<file path="src/puc_pkg.sv">
// package for the pulse up/down counter: register map, field layout, reset values, timing
// assumes a single 25 MHz system clock and a plain single-cycle register port
package puc_pkg;
  localparam int unsigned CLK_HZ = 25_000_000;
  localparam int unsigned MENU_TIMEOUT_S = 60;
  localparam longint unsigned MENU_TIMEOUT_CYC_L = longint'(MENU_TIMEOUT_S) * longint'(CLK_HZ);
  localparam int unsigned MENU_TIMEOUT_CYC = int'(MENU_TIMEOUT_CYC_L);

  localparam int AW = 4;
  localparam int DW = 16;
  localparam int CW = 16;
  localparam int DIVW = 10;
  localparam int LIMW = 14;
  localparam int ADRW = 8;

  localparam logic [AW-1:0] REG_CTRL = 4'h0;
  localparam logic [AW-1:0] REG_DIV = 4'h1;
  localparam logic [AW-1:0] REG_UPPER = 4'h2;
  localparam logic [AW-1:0] REG_ADDR = 4'h3;
  localparam logic [AW-1:0] REG_SERVAL = 4'h4;
  localparam logic [AW-1:0] REG_SWPT = 4'h5;
  localparam logic [AW-1:0] REG_COUNT = 4'h6;
  localparam logic [AW-1:0] REG_STATUS = 4'h7;

  // CTRL layout
  localparam int CTRL_MODE_LSB = 0;
  localparam int CTRL_EDGE_BIT = 2;
  localparam int CTRL_POL_LSB = 3;

  localparam logic [DIVW-1:0] DIV_MIN = 10'h001;
  localparam logic [DIVW-1:0] DIV_MAX = 10'h3E8;
  localparam logic [LIMW-1:0] UPPER_MAX = 14'h270F;
  localparam logic [ADRW-1:0] ADDR_MAX = 8'hEF;
  localparam logic signed [CW-1:0] ABS_MAX = 16'sh270F;
  localparam logic signed [CW-1:0] ABS_MIN = -16'sh07CF;
  localparam logic signed [CW-1:0] CNT_ZERO = 16'sh0000;

  localparam logic [DIVW-1:0] DIV_RST = 10'h001;
  localparam logic [LIMW-1:0] UPPER_RST = 14'h270F;
  localparam logic [DW-1:0] SWPT_RST = 16'h0000;

  typedef enum logic [1:0] {
    MODE_UP,
    MODE_DOWN,
    MODE_SERIAL
  } puc_mode_t;

  typedef enum logic [1:0] {
    POL_OFF,
    POL_ERR,
    POL_CLAMP
  } puc_policy_t;

  typedef struct packed {
    puc_mode_t mode;
    logic falling_edge_setting;
    puc_policy_t policy;
    logic [DIVW-1:0] div;
    logic [LIMW-1:0] upper;
  } puc_cfg_t;

  localparam puc_cfg_t CFG_RST = '{mode: MODE_UP, falling_edge_setting: 1'b0,
                                   policy: POL_OFF, div: DIV_RST, upper: UPPER_RST};

  typedef struct packed {
    logic wr;
    logic rd;
    logic [AW-1:0] addr;
    logic [DW-1:0] wdata;
  } puc_bus_req_t;

  typedef struct packed {
    logic switch_on;
    logic menu_open;
    logic below;
    logic above;
    logic err;
  } puc_status_t;
endpackage : puc_pkg

</file>
<file path="src/puc_prescale.sv">
// prescaler: passes one tick for every div qualified input events
// assumes evt is a one-cycle pulse synchronous to sys_clk and div already range checked
`timescale 1ns/1ps
module puc_prescale
  import puc_pkg::*;
#(
  parameter int DIV_W = DIVW
) (
  input wire logic sys_clk,
  input wire logic rstn,
  input wire logic clr,
  input wire logic evt,
  input wire logic [DIV_W-1:0] div,
  output logic tick
);
  logic [DIV_W-1:0] cnt_q;
  logic [DIV_W-1:0] cnt_inc;
  logic wrap;

  assign cnt_inc = cnt_q + {{(DIV_W-1){1'b0}}, 1'b1};
  // div of zero behaves as one so a bad value cannot stop counting
  assign wrap = (cnt_inc >= div);

  always_ff @(posedge sys_clk or negedge rstn) begin
    if (!rstn) begin
      cnt_q <= '0;
    end else if (clr) begin
      cnt_q <= '0;
    end else if (evt) begin
      cnt_q <= wrap ? '0 : cnt_inc; // RL7
    end
  end

  always_ff @(posedge sys_clk or negedge rstn) begin
    if (!rstn) begin
      tick <= 1'b0;
    end else begin
      tick <= evt & wrap & ~clr; // RL7
    end
  end

  property p_tick_needs_evt;
    @(posedge sys_clk) disable iff (!rstn)
    tick |-> $past(evt);
  endproperty
  a_tick_needs_evt: assert property (p_tick_needs_evt) else $error("tick without event"); // RL7

  // a clear must also swallow the tick of a wrap in the same cycle
  property p_clr_quiet;
    @(posedge sys_clk) disable iff (!rstn)
    clr |=> (cnt_q == '0) && !tick;
  endproperty
  a_clr_quiet: assert property (p_clr_quiet) else $error("prescaler not cleared"); // RL7
endmodule : puc_prescale

</file>
<file path="src/puc_counter.sv">
// pulse up/down counter top: edge select, prescaler, limits, reset contact, retention,
// serial display mode, configuration menu with commit and timeout, register port
// assumes all inputs synchronous to sys_clk; nonvolatile store answers nv_rd_data at once
//
// Notes on behaviour
// RL1: up-count mode starts at zero and counts up on each qualified pulse.
// RL2: down-count mode starts at the upper limit and counts down.
// RL3: while the reset contact is grounded the count is held at zero.
// RL4: releasing the contact restarts from the mode's start value.
// RL5: count is mirrored to nonvolatile storage and restored after power-up.
// RL6: edge setting picks rising or falling input edges as count events.
// RL7: a prescaler divides events by 1 to 1000 before counting.
// RL8: upper counting limit is configurable from 0 to 9999.
// RL9: lower counting limit is fixed at zero.
// RL10: with policy off the count runs on until the absolute range ends.
// RL11: with error policy an error flags whenever count leaves 0..upper.
// RL12: with clamp policy the display shows upper or zero outside the range.
// RL13: serial-display mode makes no local count.
// RL14: serial-display mode shows the value written by the remote party.
// RL15: switching output keeps working on the displayed value.
// RL16: bus address is settable from 0 to 239.
// RL17: a bus-wide system initialisation resets the bus address.
// RL18: stepping past the last menu item stores settings and resets.
// RL19: more than 60 s without a key closes the menu.
// RL20: each prescaler tick moves the count by exactly one.
`timescale 1ns/1ps
module puc_counter
  import puc_pkg::*;
#(
  parameter int unsigned MENU_TIMEOUT = MENU_TIMEOUT_CYC,
  parameter int MENU_ITEMS = 6,
  parameter logic [ADRW-1:0] ADDR_DEFAULT = 8'h01
) (
  input wire logic sys_clk,
  input wire logic rstn,
  input wire puc_bus_req_t bus_req,
  output logic [DW-1:0] bus_rdata,
  input wire logic pulse_in,
  input wire logic count_reset_n,
  input wire logic param_key,
  input wire logic adjust_key,
  input wire logic sys_init,
  input wire logic [CW-1:0] nv_rd_data,
  output logic nv_wr,
  output logic [CW-1:0] nv_wr_data,
  output logic [DW-1:0] disp_value,
  output logic err_out,
  output logic switch_out,
  output logic [ADRW-1:0] bus_address,
  output logic settings_store
);
  typedef enum logic {
    MENU_CLOSED,
    MENU_OPEN
  } puc_menu_t;

  puc_cfg_t cfg_q;
  puc_cfg_t cfg_sh_q;
  puc_menu_t menu_q;
  logic [7:0] item_q;
  logic [31:0] idle_q;
  logic restore_q;
  logic soft_rst;
  logic timeout;
  logic key;
  logic in_prev_q;
  logic cont_prev_q;
  logic evt;
  logic tick;
  logic release_evt;
  logic signed [CW-1:0] count_q;
  logic signed [CW-1:0] count_d;
  logic signed [CW-1:0] start_val;
  logic signed [CW-1:0] upper_s;
  logic [DW-1:0] serval_q;
  logic [DW-1:0] swpt_q;
  logic [ADRW-1:0] addr_q;
  logic above;
  logic below;
  logic err_d;
  logic [DW-1:0] disp_d;
  logic cfg_wr;
  puc_status_t status;

  // ---------------- configuration menu
  assign cfg_wr = bus_req.wr && (menu_q == MENU_OPEN) &&
    ((bus_req.addr == REG_CTRL) || (bus_req.addr == REG_DIV) || (bus_req.addr == REG_UPPER));
  assign key = param_key | adjust_key | cfg_wr;
  assign timeout = (menu_q == MENU_OPEN) && (idle_q >= MENU_TIMEOUT - 32'd1) && !key;
  assign soft_rst = (menu_q == MENU_OPEN) && param_key &&
    (item_q == 8'(MENU_ITEMS - 1));

  always_ff @(posedge sys_clk or negedge rstn) begin
    if (!rstn) begin
      menu_q <= MENU_CLOSED;
      item_q <= '0;
    end else begin
      case (menu_q)
        MENU_CLOSED: begin
          if (param_key) begin
            menu_q <= MENU_OPEN;
            item_q <= '0;
          end
        end
        MENU_OPEN: begin
          if (soft_rst) begin
            menu_q <= MENU_CLOSED; // RL18
          end else if (timeout) begin
            menu_q <= MENU_CLOSED; // RL19
          end else if (param_key) begin
            item_q <= item_q + 8'h01;
          end
        end
        default: menu_q <= MENU_CLOSED;
      endcase
    end
  end

  // idle counter only runs while the menu is open
  always_ff @(posedge sys_clk or negedge rstn) begin
    if (!rstn) begin
      idle_q <= '0;
    end else if (menu_q != MENU_OPEN || key) begin
      idle_q <= '0;
    end else begin
      idle_q <= idle_q + 32'd1; // RL19
    end
  end

  // shadow settings take effect only when the menu is stepped to its end
  always_ff @(posedge sys_clk or negedge rstn) begin
    if (!rstn) begin
      cfg_sh_q <= CFG_RST;
    end else if (timeout) begin
      cfg_sh_q <= cfg_q; // RL19
    end else if (cfg_wr) begin
      case (bus_req.addr)
        REG_CTRL: begin
          if (bus_req.wdata[CTRL_MODE_LSB +: 2] <= 2'(MODE_SERIAL)) begin
            cfg_sh_q.mode <= puc_mode_t'(bus_req.wdata[CTRL_MODE_LSB +: 2]);
          end
          cfg_sh_q.falling_edge_setting <= bus_req.wdata[CTRL_EDGE_BIT]; // RL6
          if (bus_req.wdata[CTRL_POL_LSB +: 2] <= 2'(POL_CLAMP)) begin
            cfg_sh_q.policy <= puc_policy_t'(bus_req.wdata[CTRL_POL_LSB +: 2]);
          end
        end
        REG_DIV: begin
          if (bus_req.wdata[DIVW-1:0] >= DIV_MIN && bus_req.wdata[DIVW-1:0] <= DIV_MAX &&
              bus_req.wdata[DW-1:DIVW] == '0) begin
            cfg_sh_q.div <= bus_req.wdata[DIVW-1:0]; // RL7
          end
        end
        REG_UPPER: begin
          if (bus_req.wdata[LIMW-1:0] <= UPPER_MAX && bus_req.wdata[DW-1:LIMW] == '0) begin
            cfg_sh_q.upper <= bus_req.wdata[LIMW-1:0]; // RL8
          end
        end
        default: cfg_sh_q <= cfg_sh_q;
      endcase
    end
  end

  always_ff @(posedge sys_clk or negedge rstn) begin
    if (!rstn) begin
      cfg_q <= CFG_RST;
    end else if (soft_rst) begin
      cfg_q <= cfg_sh_q; // RL18
    end
  end

  always_ff @(posedge sys_clk or negedge rstn) begin
    if (!rstn) begin
      settings_store <= 1'b0;
    end else begin
      settings_store <= soft_rst; // RL18
    end
  end

  // ---------------- bus address and serial value
  always_ff @(posedge sys_clk or negedge rstn) begin
    if (!rstn) begin
      addr_q <= ADDR_DEFAULT;
    end else if (sys_init) begin
      addr_q <= ADDR_DEFAULT; // RL17
    end else if (bus_req.wr && bus_req.addr == REG_ADDR &&
                 bus_req.wdata[ADRW-1:0] <= ADDR_MAX && bus_req.wdata[DW-1:ADRW] == '0) begin
      addr_q <= bus_req.wdata[ADRW-1:0]; // RL16
    end
  end

  always_ff @(posedge sys_clk or negedge rstn) begin
    if (!rstn) begin
      serval_q <= '0;
      swpt_q <= SWPT_RST;
    end else if (bus_req.wr) begin
      if (bus_req.addr == REG_SERVAL) begin
        serval_q <= bus_req.wdata; // RL14
      end
      if (bus_req.addr == REG_SWPT) begin
        swpt_q <= bus_req.wdata;
      end
    end
  end

  // ---------------- input edges and prescaler
  always_ff @(posedge sys_clk or negedge rstn) begin
    if (!rstn) begin
      in_prev_q <= 1'b0;
      cont_prev_q <= 1'b1;
    end else begin
      in_prev_q <= pulse_in;
      cont_prev_q <= count_reset_n;
    end
  end

  assign release_evt = count_reset_n & ~cont_prev_q;
  // no events reach the prescaler in serial mode or while the contact is grounded
  assign evt = (cfg_q.mode != MODE_SERIAL) && count_reset_n && !restore_q && // RL13
    (cfg_q.falling_edge_setting ? (in_prev_q & ~pulse_in) : (pulse_in & ~in_prev_q)); // RL6

  puc_prescale #(
    .DIV_W(DIVW)
  ) u_prescale (
    .sys_clk(sys_clk),
    .rstn(rstn),
    .clr(~count_reset_n | soft_rst),
    .evt(evt),
    .div(cfg_q.div),
    .tick(tick)
  );

  // ---------------- count
  assign upper_s = signed'({{(CW-LIMW){1'b0}}, cfg_q.upper});
  assign start_val = (cfg_q.mode == MODE_DOWN) ? upper_s : CNT_ZERO; // RL1 RL2

  // restore is raised by reset and by the menu reset, so nv data is caught after release
  always_ff @(posedge sys_clk or negedge rstn) begin
    if (!rstn) begin
      restore_q <= 1'b1;
    end else begin
      restore_q <= soft_rst;
    end
  end

  always_comb begin
    count_d = count_q;
    if (restore_q) begin
      count_d = signed'(nv_rd_data); // RL5
    end else if (!count_reset_n) begin
      count_d = CNT_ZERO; // RL3
    end else if (release_evt) begin
      count_d = start_val; // RL4
    end else if (tick && cfg_q.mode == MODE_UP && count_q < ABS_MAX) begin
      count_d = count_q + 16'sh0001; // RL20 RL10
    end else if (tick && cfg_q.mode == MODE_DOWN && count_q > ABS_MIN) begin
      count_d = count_q - 16'sh0001; // RL20 RL10
    end
  end

  always_ff @(posedge sys_clk or negedge rstn) begin
    if (!rstn) begin
      count_q <= CNT_ZERO;
    end else begin
      count_q <= count_d;
    end
  end

  // every change is written through; the store sees the new value with the strobe
  always_ff @(posedge sys_clk or negedge rstn) begin
    if (!rstn) begin
      nv_wr <= 1'b0;
      nv_wr_data <= '0;
    end else begin
      nv_wr <= (count_d != count_q) && !restore_q; // RL5
      nv_wr_data <= count_d;
    end
  end

  // ---------------- limits and display
  assign above = count_q > upper_s;
  assign below = count_q < CNT_ZERO; // RL9

  always_comb begin
    disp_d = count_q;
    err_d = 1'b0;
    if (cfg_q.mode == MODE_SERIAL) begin
      disp_d = serval_q; // RL14
    end else begin
      case (cfg_q.policy)
        POL_ERR: err_d = above | below; // RL11
        POL_CLAMP: begin
          if (above) begin
            disp_d = upper_s; // RL12
          end else if (below) begin
            disp_d = CNT_ZERO; // RL12
          end
        end
        default: err_d = (count_q >= ABS_MAX) || (count_q <= ABS_MIN); // RL10
      endcase
    end
  end

  always_ff @(posedge sys_clk or negedge rstn) begin
    if (!rstn) begin
      disp_value <= '0;
      err_out <= 1'b0;
      switch_out <= 1'b0;
    end else begin
      disp_value <= disp_d;
      err_out <= err_d;
      switch_out <= signed'(disp_d) >= signed'(swpt_q); // RL15
    end
  end

  assign bus_address = addr_q;

  // ---------------- register read port
  assign status = '{switch_on: switch_out, menu_open: (menu_q == MENU_OPEN),
                    below: below, above: above, err: err_out};

  always_ff @(posedge sys_clk or negedge rstn) begin
    if (!rstn) begin
      bus_rdata <= '0;
    end else if (bus_req.rd) begin
      case (bus_req.addr)
        REG_CTRL: bus_rdata <= DW'({cfg_sh_q.policy, cfg_sh_q.falling_edge_setting,
                                    cfg_sh_q.mode});
        REG_DIV: bus_rdata <= DW'(cfg_sh_q.div);
        REG_UPPER: bus_rdata <= DW'(cfg_sh_q.upper);
        REG_ADDR: bus_rdata <= DW'(addr_q);
        REG_SERVAL: bus_rdata <= serval_q;
        REG_SWPT: bus_rdata <= swpt_q;
        REG_COUNT: bus_rdata <= count_q;
        REG_STATUS: bus_rdata <= DW'(status);
        default: bus_rdata <= '0;
      endcase
    end else begin
      bus_rdata <= '0;
    end
  end

  // ---------------- assertions
  property p_contact_clears;
    @(posedge sys_clk) disable iff (!rstn)
    (!count_reset_n && !restore_q) |=> (count_q == CNT_ZERO);
  endproperty
  a_contact_clears: assert property (p_contact_clears) else $error("count not cleared"); // RL3

  property p_release_start;
    @(posedge sys_clk) disable iff (!rstn)
    (release_evt && !restore_q) |=> (count_q == $past(start_val));
  endproperty
  a_release_start: assert property (p_release_start) else $error("bad restart value"); // RL4

  property p_up_step;
    @(posedge sys_clk) disable iff (!rstn)
    (tick && count_reset_n && !release_evt && !restore_q && cfg_q.mode == MODE_UP &&
     count_q < ABS_MAX) |=> (count_q == $past(count_q) + 16'sh0001);
  endproperty
  a_up_step: assert property (p_up_step) else $error("up step not one"); // RL20

  property p_down_step;
    @(posedge sys_clk) disable iff (!rstn)
    (tick && count_reset_n && !release_evt && !restore_q && cfg_q.mode == MODE_DOWN &&
     count_q > ABS_MIN) |=> (count_q == $past(count_q) - 16'sh0001);
  endproperty
  a_down_step: assert property (p_down_step) else $error("down step not one"); // RL20

  property p_no_local_count;
    @(posedge sys_clk) disable iff (!rstn)
    (cfg_q.mode == MODE_SERIAL) |-> !evt;
  endproperty
  a_no_local_count: assert property (p_no_local_count) else $error("serial mode counted"); // RL13

  property p_serial_disp;
    @(posedge sys_clk) disable iff (!rstn)
    (cfg_q.mode == MODE_SERIAL) ##1 (cfg_q.mode == MODE_SERIAL) |-> disp_value == $past(serval_q);
  endproperty
  a_serial_disp: assert property (p_serial_disp) else $error("serial value not shown"); // RL14

  property p_clamp_high;
    @(posedge sys_clk) disable iff (!rstn)
    (cfg_q.mode != MODE_SERIAL && cfg_q.policy == POL_CLAMP && above) |=>
      (disp_value == $past(upper_s));
  endproperty
  a_clamp_high: assert property (p_clamp_high) else $error("clamp not applied"); // RL12

  property p_err_flag;
    @(posedge sys_clk) disable iff (!rstn)
    (cfg_q.mode != MODE_SERIAL && cfg_q.policy == POL_ERR) |=> (err_out == $past(above | below));
  endproperty
  a_err_flag: assert property (p_err_flag) else $error("error flag wrong"); // RL11

  property p_addr_range;
    @(posedge sys_clk) disable iff (!rstn)
    bus_address <= ADDR_MAX;
  endproperty
  a_addr_range: assert property (p_addr_range) else $error("address out of range"); // RL16

  property p_init_addr;
    @(posedge sys_clk) disable iff (!rstn)
    sys_init |=> (bus_address == ADDR_DEFAULT);
  endproperty
  a_init_addr: assert property (p_init_addr) else $error("address not reset"); // RL17

  property p_commit;
    @(posedge sys_clk) disable iff (!rstn)
    soft_rst |=> (cfg_q == $past(cfg_sh_q)) && settings_store && restore_q &&
      (menu_q == MENU_CLOSED);
  endproperty
  a_commit: assert property (p_commit) else $error("menu end did not store"); // RL18

  property p_timeout;
    @(posedge sys_clk) disable iff (!rstn)
    timeout |=> (menu_q == MENU_CLOSED) && (cfg_sh_q == $past(cfg_q));
  endproperty
  a_timeout: assert property (p_timeout) else $error("menu not closed on timeout"); // RL19

  property p_div_range;
    @(posedge sys_clk) disable iff (!rstn)
    (cfg_q.div >= DIV_MIN) && (cfg_q.div <= DIV_MAX) && (cfg_q.upper <= UPPER_MAX);
  endproperty
  a_div_range: assert property (p_div_range) else $error("config out of range"); // RL7

  c_up_count: cover property (@(posedge sys_clk) disable iff (!rstn)
    tick && cfg_q.mode == MODE_UP ##1 count_q > CNT_ZERO);
  c_contact: cover property (@(posedge sys_clk) disable iff (!rstn) release_evt);
  c_commit: cover property (@(posedge sys_clk) disable iff (!rstn) soft_rst);
  c_clamp: cover property (@(posedge sys_clk) disable iff (!rstn)
    cfg_q.policy == POL_CLAMP && above);
endmodule : puc_counter

</file>
<file path="config.mk">
export PLATFORM = sky130hd
export DESIGN_NAME = puc_counter
export DESIGN_NICKNAME = d
export VERILOG_FILES = /design/src/puc_pkg.sv /design/src/puc_prescale.sv /design/src/puc_counter.sv
export SDC_FILE = /design/constraint.sdc
export NUM_CORES = 1
export LEC_CHECK = 0
export BUFFER_PORTS_ARGS = -buffer_cell sky130_fd_sc_hd__buf_2
export CAP_MARGIN = 10
export CORE_ASPECT_RATIO = 1.1
export CORE_MARGIN = 10
export CORE_UTILIZATION = 60
export DETAILED_ROUTE_END_ITERATION = 7
export GPL_TIMING_DRIVEN = 0
export HOLD_SLACK_MARGIN = 0.15
export MAX_ROUTING_LAYER = met4
export PLACE_DENSITY = 0.8
export SYNTH_ARGS = -nofsm -noshare
export SYNTH_HDL_FRONTEND = slang
export SYNTH_SLANG_ARGS = --single-unit
</file>
<file path="constraint.sdc">
create_clock -name sys_clk -period 5.7 [get_ports sys_clk]
set_input_delay 0.57 -clock sys_clk [delete_from_list [all_inputs] [get_ports sys_clk]]
set_output_delay 0.57 -clock sys_clk [all_outputs]
set_load 0.005 [all_outputs]
</file>
# Word level (Yosys, flattened, before mapping)
# Cells that the tools add are included.
# classes
mux	39
n_reduce_logical	49
magnitude_cmp	15
n_addsub	5
eq_ne	18
bitwise_logic	15
# op_table
op	n
16-bit two-way mux	10
16-bit one-hot mux with 8 select lines	1
29-bit two-way mux	2
10-bit two-way mux	5
8-bit two-way mux	6
14-bit two-way mux	3
32-bit by 1-bit adder with 32-bit output (second input constant)	1
32-bit by 31-bit >= comparator with 1-bit output (second input constant)	1
32-bit two-way mux	1
1-bit logical AND	20
2-bit nonzero test	10
16-bit by 2-bit adder with 16-bit output (second input constant)	1
4-bit by 3-bit equality test with 1-bit output (second input constant)	4
16-bit by 15-bit >= comparator with 1-bit output (second input constant)	1
16-bit >= comparator	1
16-bit by 12-bit > comparator with 1-bit output (second input constant)	1
16-bit by 15-bit > comparator with 1-bit output	1
16-bit by 12-bit less-or-equal comparator with 1-bit output (second input constant)	1
16-bit by 1-bit < comparator with 1-bit output (second input constant)	1
16-bit by 15-bit < comparator with 1-bit output (second input constant)	1
16-bit != test	1
8-bit one-hot mux with 2 select lines	1
16-bit by 2-bit subtractor with 16-bit output (second input constant)	1
14-bit less-or-equal comparator (second input constant)	1
other kinds (29)	65
# totals
output_inout_bits	60
in_bits	45
register_bits	205
word_cells	169

# Logic depth before layout (Yosys ltp)
# Gate-level depths: netlist (run 1).
# depth
depth_word	10
ltp_mapped	21
depth_no_buf	19

# Cells and area by module
# From an unflattened synthesis (run 1), not the netlist that was laid out.
# hier_totals
cells_unflattened	1261
area_unflattened_um2	11882.6
# by_module_without_submodules
mod	cells_per_inst	area_per_inst_um2	n_inst	seq_area_each_um2
puc_counter	1154	10961.8	1	4880.9
puc_prescale	107	920.9	1	275.3

# Least setup slack after synthesis (run 1)
# Ideal clock, no wire load.
# synth_timing
kind	register -> register
startpoint	register cfg_q[13] (netlist name)
endpoint	register switch_out
setup_time_ps	118
slack_ps	1790
t_arrival_ps	3792
t_required_ps	5582
stages_incl_launch_ff	21
n_path_buf	1
synth_period_minus_slack_ps	3910
cell_sequence	dfstp_2 -> inv_1 -> ha_1 -> nor4bb_1 -> nand3_1 -> nor2_1 -> o21ai_0 -> a31oi_1 -> nand2_1 -> buf_2 -> mux2i_1 -> o21ai_0 -> ha_1 -> a21o_1 -> a21o_1 -> a21o_1 -> a21oi_1 -> nor2b_1 -> o21ai_0 -> a31oi_1 -> a21o_1
# synth_between
elab_chain_len	5
# synth_lines
item	line	source
start, declared	puc_counter.sv:57	puc_cfg_t cfg_q;
start signal, assigned	puc_counter.sv:167	cfg_q <= cfg_sh_q;
16-bit by 15-bit > comparator with 1-bit output	puc_counter.sv:280	assign above = count_q > upper_s;
16-bit two-way mux	puc_counter.sv:292	if (above) begin
16-bit two-way mux	puc_counter.sv:289	case (cfg_q.policy)
16-bit two-way mux	puc_counter.sv:286	if (cfg_q.mode == MODE_SERIAL) begin
via disp_d[9]	puc_counter.sv:81	logic [DW-1:0] disp_d;
16-bit >= comparator	puc_counter.sv:311	switch_out <= signed'(disp_d) >= signed'(swpt_q);
end signal, assigned	puc_counter.sv:311	
end, declared	puc_counter.sv:48	output logic switch_out,
# The timed path passes the listed nets, and every way through them passes these cells.
# A chain may end at the register's enable or synchronous reset.

# Final worst setup path (run 1)
# Same ends and word-level chain as after synthesis.

==> results.md, run 1 <==
- Seq/Total Area, Yosys: 43.34%
- Root buffer cell: clkbuf_16
- Drt wl/cell: 22.37 um
- Pre-Repair DR Iteration Count: 8
- CTS max path bufs: 3
- Hold Path Class: primary input to register
- Routed Antenna Nets: 0
- Synth top area cells: dfrtp_1 (39%), nand2_1 (5.5%), ha_1 (5.2%)
- Final Hold Viols: 0
- Crit-path cells: inv_1, ha_1, nor4bb_1, nand3_1, nor2_1, o21ai_0, a31oi_1, nand2_1, buf_2, mux2i_1, o21ai_0, ha_1, a21o_1, a21o_1, a21o_1, a21oi_1, nor2b_1, o21ai_0, a31oi_1, a21o_1
- PD cells: 276.7 nW/um^2
- Final nets: 1,524
- Outcome: finished, final reports clean
- Slew @ Worst Pin: 1.075 ns
- Worst endpoint required time: 6.14 ns
- Routability Congestion: 1.006
- Startpoint types: register
- Chip width: 154.3 um
- Synth Flop Type: dfrtp_1
- WL met1: 14.70 mm
- Setup Skew: 0.02974 ns
- Critical path's top delay family: compound AO/OA/AOI/OAI gates
- Leak pwr: 6.329 nW
- IO Port Bufs: 96
- Post-synthesis cell area: 11,900 um^2
- Design area: 13,620 um^2
- Fillcell total: 1,467
- Worst-skew pair later-pin latency: 0.55 ns
- GRT overflow: 0
- CP endpoint kind: register
- Clock Sinks: 205
- #FFs+latches synth: 205
- Most used cell, CP: a21o_1
- CTS H-Tree Depth: 1
- Worst-path clk slew: 0.06 ns
- Post-synth top area share: 38.70%
- Cells after synthesis: 1,305
- EDFF count, synth: 0
- Core box area: 19,300 um^2
- Pins Over Slew Limit: 0
- Slowest cell on the critical path: dfstp_2
- Min Clock Period, post-route: 4.838 ns
- Initial antenna violation count: 0
- Share of cells above drive strength 1: 15.81%
- Vias in the first global route: 11,040
- Via Count: 10,990
- Ys async rst share: 100.0%
- Largest net degree at the start of global routing: 123
- Crit Path Category: register to register
- Initial drt markers: 1,266
- Num CTS Buffers: 24
- Max VDD drop: 354.0 uV
- FF+latch area: 5156 um^2
- Setup violators final: 0
- Worst path bufs/invs: 2
- CP max FO: 10
- Post-cts resize count: 0
- Met2 WL post-DR: 17.96 mm
- Routed WL: 37.92 mm
- Worst slew margin: 27.35%
- Unrepaired setup endpoints after global routing: false
- Synth unique cells: 84
- Mean post-synth cell area: 9.117 um^2
- Crit share post-route: 84.89%
- Io pins: 105
- Starting density of the core: 61.65%
- Max-cap violations: 0
- Warnings, synthesis: 0
- Uppermost layer routed: met4
- Met3 WL: 3.501 mm
- Layout area overhead: 14.51%
- DP HPWL: 28.01 mm
- Die Area: 25,870 um^2
- WHS: 0.1836 ns
- Dpl cell area: 12,740 um^2
- First-pass GRT wire length: 59.62 mm
- Ant diodes: 0
- CP peak stage delay: 0.58 ns
- Row count: 53
- Area leader, netlist: dfrtp_1
- Total global-route track usage: 29.05%
- Top achievable clock speed: 206.7 MHz
- Area occupied by multi-input gates: 6185 um^2
- CTS tree: done
- CP arrival: 5.28 ns
- # DRC: 0
- Vias per cell: 6.484
- Syn Nets: 1,399
- Final setup TNS: 0 ns
- Die H: 167.7 um
==> final timing paths <==
check / slack [ns] / cells past startpoint / end / from
worst min-delay path: 0.18 / 1 / in_prev_q / pulse_in
worst min register to register: 0.47 / 1 / restore_q / item_q[3]
min in group asynchronous: 0.58 / 2 / swpt_q[12] / rstn
worst max-delay path: 0.86 / 20 / switch_out / cfg_q[13]
max in group asynchronous: 4.05 / 3 / nv_wr_data[2] / rstn
worst max register to register: 0.86 / 20 / switch_out / cfg_q[13]
==> what timing repair did <==
item / CTS / global route
hold buffers: 1 / 0
hold endpoints to repair: 82 / 0
setup buffers: 0 / 0
==> Yosys cell counts, types with 21 or more instances <==
cell type  count
a22oi_1       25
o21ai_0      111
inv_1         62
mux2i_1       45
mux2_2        32
nand2_1      173
xnor2_1       24
nor2_1       104
dfrtp_1      184
xor2_1        22
a21oi_1       60
dfstp_2       21
clkbuf_1      56
nand3_1       38
ha_1          49
==> routing by layer <==
layer / vias up / global-route usage [%]
met4: 0 / 11.59
met2: 611 / 46.98
li1: 4927 / -
met3: 145 / 5.688
met1: 5308 / 35.05
met5: - / -
==> registers in the layout, summed over array words and instances (netlist names), 8 cells and up <==
register / flops
bus_address: 8
bus_rdata: 16
cfg_q: 29
cfg_sh_q: 29
disp_value: 16
idle_q: 32
item_q: 8
nv_wr_data: 16
serval_q: 16
swpt_q: 16
u_prescale.cnt_q: 10
==> logic make-up (layout without fill, tap and decap cells) <==
| group | Yosys count | count (layout) | synth area share (%) |
|---|---|---|---|
| xor+xnor | 46 | 46 | 3.386 |
| buf+inv | 143 | 286 | 4.785 |
| fa+ha+maj | 49 | 49 | 5.153 |
| compound gates | 329 | 329 | 18.04 |
| flops | 205 | 205 | 43.34 |
| simple gates | 456 | 456 | 18.49 |
| mux | 77 | 77 | 6.815 |
==> area by class of cell <==
class	instances	share of cell area, %
clock inverter	17	1.818
multi-input combinational	957	45.39
buffer	80	2.443
tap	247	2.268
inverter	63	1.736
sequential	205	37.85
clock buffer	27	4.564
timing repair buffer	99	3.931
==> where the power goes <==
| group | internal (mW) | switching (mW) | leakage (nW) | total, mW |
|---|---|---|---|---|
| clock network | 0.988 | 0.677 | 0.414 | 1.67 |
| logic | 0.181 | 0.261 | 3.33 | 0.443 |
| registers | 1.56 | 0.102 | 2.59 | 1.66 |
| total | 2.73 | 1.04 | 6.33 | 3.77 |
==> metrics by stage <==
| stage | total power [mW] | cells | setup slack, ns | util (%) |
|---|---|---|---|---|
| final | 3.770 | 1695 | 0.8615 | 70.60 |
| after global routing | 3.901 | 1695 | 0.5759 | 70.60 |
| after CTS | 3.771 | 1695 | 0.8967 | 70.60 |
| after detailed placement | 2.111 | 1650 | 0.9811 | 66.04 |
| after global placement | 2.088 | 1648 | 0.6483 | 65.75 |
| after floorplan | 1.930 | 1305 | 1.790 | - |
==> placed cells by master (no fill, tap or decap), types with 25 or more instances in the layout <==
cell type,instances
buf_2,108
nand2_1,173
mux2i_1,45
o21ai_0,111
a21oi_1,60
ha_1,49
nor2_1,104
inv_1,62
mux2_2,32
clkbuf_1,58
nand3_1,38
a22oi_1,25
dfrtp_1,184
Note: power is estimated with default switching activity, not from simulation.
==> inputs of run 2 (changes only) <==
--- a/config.mk
+++ b/config.mk
@@ -9,12 +9,12 @@
 export CAP_MARGIN = 10
 export CORE_ASPECT_RATIO = 1.1
 export CORE_MARGIN = 10
-export CORE_UTILIZATION = 60
+export CORE_UTILIZATION = 55
 export DETAILED_ROUTE_END_ITERATION = 7
 export GPL_TIMING_DRIVEN = 0
 export HOLD_SLACK_MARGIN = 0.15
 export MAX_ROUTING_LAYER = met4
-export PLACE_DENSITY = 0.8
+export PLACE_DENSITY = 0.77
 export SYNTH_ARGS = -nofsm -noshare
 export SYNTH_HDL_FRONTEND = slang
 export SYNTH_SLANG_ARGS = --single-unit
==> constraint.sdc (replaced) <==
create_clock -name sys_clk -period 4.2 [get_ports sys_clk]
set_input_delay 0.42 -clock sys_clk [delete_from_list [all_inputs] [get_ports sys_clk]]
set_output_delay 0.42 -clock sys_clk [all_outputs]
set_load 0.005 [all_outputs]
==> results.md, run 2 (same netlist as run 1, synthesis figures left out) <==
- Outcome: finished, final reports clean (unchanged)
- Layout area overhead: 15.66% (was 14.51%)
- Largest registers: idle_q: 32 flops, cfg_q: 29 flops, cfg_sh_q: 29 flops (unchanged)
- Crit Path Category: register to register (unchanged)
- CP max FO: 6 (was 10)
- Total global-route track usage: 27.31% (was 29.05%)
- Vias in the first global route: 11,090 (was 11,040)
- Max VDD drop: 324.0 uV (was 354.0 uV)
- Seq pwr share: 45.7% (was 44.1%)
- Starting density of the core: 55.86% (was 61.65%)
- CP endpoint kind: register (unchanged)
- Switching share of total power: 27.68% (was 27.59%)
- Drt wl/cell: 22.02 um (was 22.37 um)
- Max FFs per register: 32 (unchanged)
- Largest Register: idle_q (unchanged)
- Max-cap violations: 0 (unchanged)
- Worst endpoint required time: 4.64 ns (was 6.14 ns)
- CP arrival: 4.53 ns (was 5.28 ns)
- # DRC: 0 (unchanged)
- Via Count: 11,090 (was 10,990)
- Vias per cell: 6.325 (was 6.484)
- CTS H-Tree Depth: 1 (unchanged)
- Clock Sinks: 205 (unchanged)
- Gate power share: 12.2% (was 11.7%)
- Final WS setup: 0.1105 ns (was 0.8615 ns)
- Net Sw Power: 1.367 mW (was 1.040 mW)
- Die Area: 27,920 um^2 (was 25,870 um^2)
- Routability Congestion: 0.9914 (was 1.006)
- Worst slew margin: 26.80% (was 27.35%)
- Num CTS Buffers: 24 (unchanged)
- CTS tree: done (unchanged)
- Fillcell total: 1,816 (was 1,467)
- Pre-Repair DR Iteration Count: 8 (unchanged)
- Row count: 56 (was 53)
- Ant diodes: 0 (unchanged)
- Die H: 174.3 um (was 167.7 um)
- Setup violators final: 0 (unchanged)
- Core box area: 21,300 um^2 (was 19,300 um^2)
- Routed Antenna Nets: 0 (unchanged)
- First-pass GRT wire length: 60.44 mm (was 59.62 mm)
- DP HPWL: 28.41 mm (was 28.01 mm)
- Initial drt markers: 1,185 (was 1,266)
- Initial antenna violation count: 0 (unchanged)
- PD cells: 358.8 nW/um^2 (was 276.7 nW/um^2)
- Hold Path Class: primary input to register (unchanged)
- Setup Skew: 0.02413 ns (was 0.02974 ns)
- Setup slack at placement: -0.5834 ns (was 0.9811 ns)
- GRT overflow: 0 (unchanged)
- Top achievable clock speed: 244.5 MHz (was 206.7 MHz)
- CTS max path bufs: 3 (unchanged)
- Most frequent cells in the layout: dfrtp_1 (184), nand2_1 (172), buf_2 (107), o21ai_0 (107), nor2_1 (104) (was dfrtp_1 (184), nand2_1 (173), o21ai_0 (111), buf_2 (108), nor2_1 (104))
- Io pins: 105 (unchanged)
- Chip width: 160.2 um (was 154.3 um)
- Routed WL: 38.60 mm (was 37.92 mm)
- Startpoint types: register (unchanged)
- Final Hold Viols: 0 (unchanged)
- FF+latch area: 5156 um^2 (unchanged)
- Largest net degree at the start of global routing: 120 (was 123)
- Worst-path clk slew: 0.06 ns (about the same)
- Area occupied by multi-input gates: 6231 um^2 (was 6185 um^2)
- Power share of the clock group: 42.1% (was 44.2%)
- Leak pwr: 6.384 nW (was 6.329 nW)
- WHS: 0.1639 ns (was 0.1836 ns)
- Min Clock Period, post-route: 4.090 ns (was 4.838 ns)
- IO Port Bufs: 96 (unchanged)
- Pins Over Slew Limit: 0 (unchanged)
- Worst-skew pair later-pin latency: 0.54 ns (was 0.55 ns)
- Root buffer cell: clkbuf_16 (unchanged)
- Pint: 3.571 mW (was 2.730 mW)
- Crit share post-route: 97.37% (was 84.89%)
- Slew @ Worst Pin: 1.083 ns (was 1.075 ns)
- Final nets: 1,539 (was 1,524)
- Most common cell after layout, fill and taps aside: dfrtp_1 (unchanged)
- Share of cells above drive strength 1: 16.54% (was 15.81%)
run 2: cell types whose count changed in the layout (fill, tap and decap cells not counted), moves of 3 or more:
cell	change
buf_4	+11
clkbuf_8	+3
o21ai_0	-4
bufinv_16	-3
dlygate4sd3_1	+4
clkbuf_1	+4
run 2: power groups by stage:
stage	clock (mW)	sequential (mW)	combinational (mW)
2_1_floorplan	0	2.24	0.384
3_3_place_gp	0	2.28	0.562
3_5_place_dp	0	2.28	0.586
4_1_cts	2.09	2.25	0.597
5_1_grt	2.18	2.27	0.678
6_report	2.08	2.25	0.604
run 2: worst paths after layout:
| path | start | end | slack, ns | depth (start not counted) |
|---|---|---|---|---|
| max | cfg_q[13] | switch_out | 0.11 | 19 |
| min | bus_req[15] | serval_q[15] | 0.16 | 2 |
| max reg2reg | cfg_q[13] | switch_out | 0.11 | 19 |
| min reg2reg | item_q[3] | restore_q | 0.46 | 1 |
| max in group asynchronous | rstn | menu_q | 2.67 | 3 |
| min in group asynchronous | rstn | disp_value[12] | 0.47 | 2 |
run 2: what timing repair did:
item	CTS	global route
hold buffers	5	0
buffers inserted	1	10
resized for setup	8	8
pin swaps	1	5
setup endpoints to repair	1	1
cloned	0	1
endpoints found under the hold margin	89	0
run 2: worst max-delay path: stages (launching register included):
cell	delay [ns]
dfstp_2	0.55
inv_1	0.08
ha_1	0.33
nor4bb_4	0.25
nand3_1	0.15
nor2_1	0.14
o21ai_1	0.10
a31oi_2	0.34
buf_4	0.18
nand2_2	0.13
buf_4	0.18
mux2i_1	0.14
o21ai_0	0.30
ha_1	0.31
a21o_1	0.17
a21oi_1	0.17
nor2b_1	0.07
o21ai_0	0.15
a31oi_1	0.11
a21o_1	0.16
run 2: final cells by class:
class | count | area share (%)
buffer | 79 | 2.400
clock buffer | 36 | 4.983
clock inverter | 8 | 0.7274
inverter | 63 | 1.718
multi-input combinational | 958 | 45.28
sequential | 205 | 37.47
tap | 290 | 2.637
timing repair buffer | 114 | 4.783
run 2: metal layers:
metal	GRT usage, %	vias up	part of all wire (%)
met3	3.781	114	9.3
met4	10.34	0	3.5
li1	-	4946	-
met1	33.76	5352	38
met2	44.75	676	49
met5	-	-	0
run 2: per-stage QoR:
stage          cell area, um^2  instances  util (%)  power [mW]  TNS [ns]
2_1_floorplan            11900       1305         -       2.620         0
3_3_place_gp             12740       1691     59.82       2.837   -135.75
3_5_place_dp             12800       1693     60.09       2.867   -0.5834
4_1_cts                  13660       1742     64.15       4.939         0
5_1_grt                  13760       1753     64.60       5.121  -0.01891
6_report                 13760       1753     64.60       4.937         0
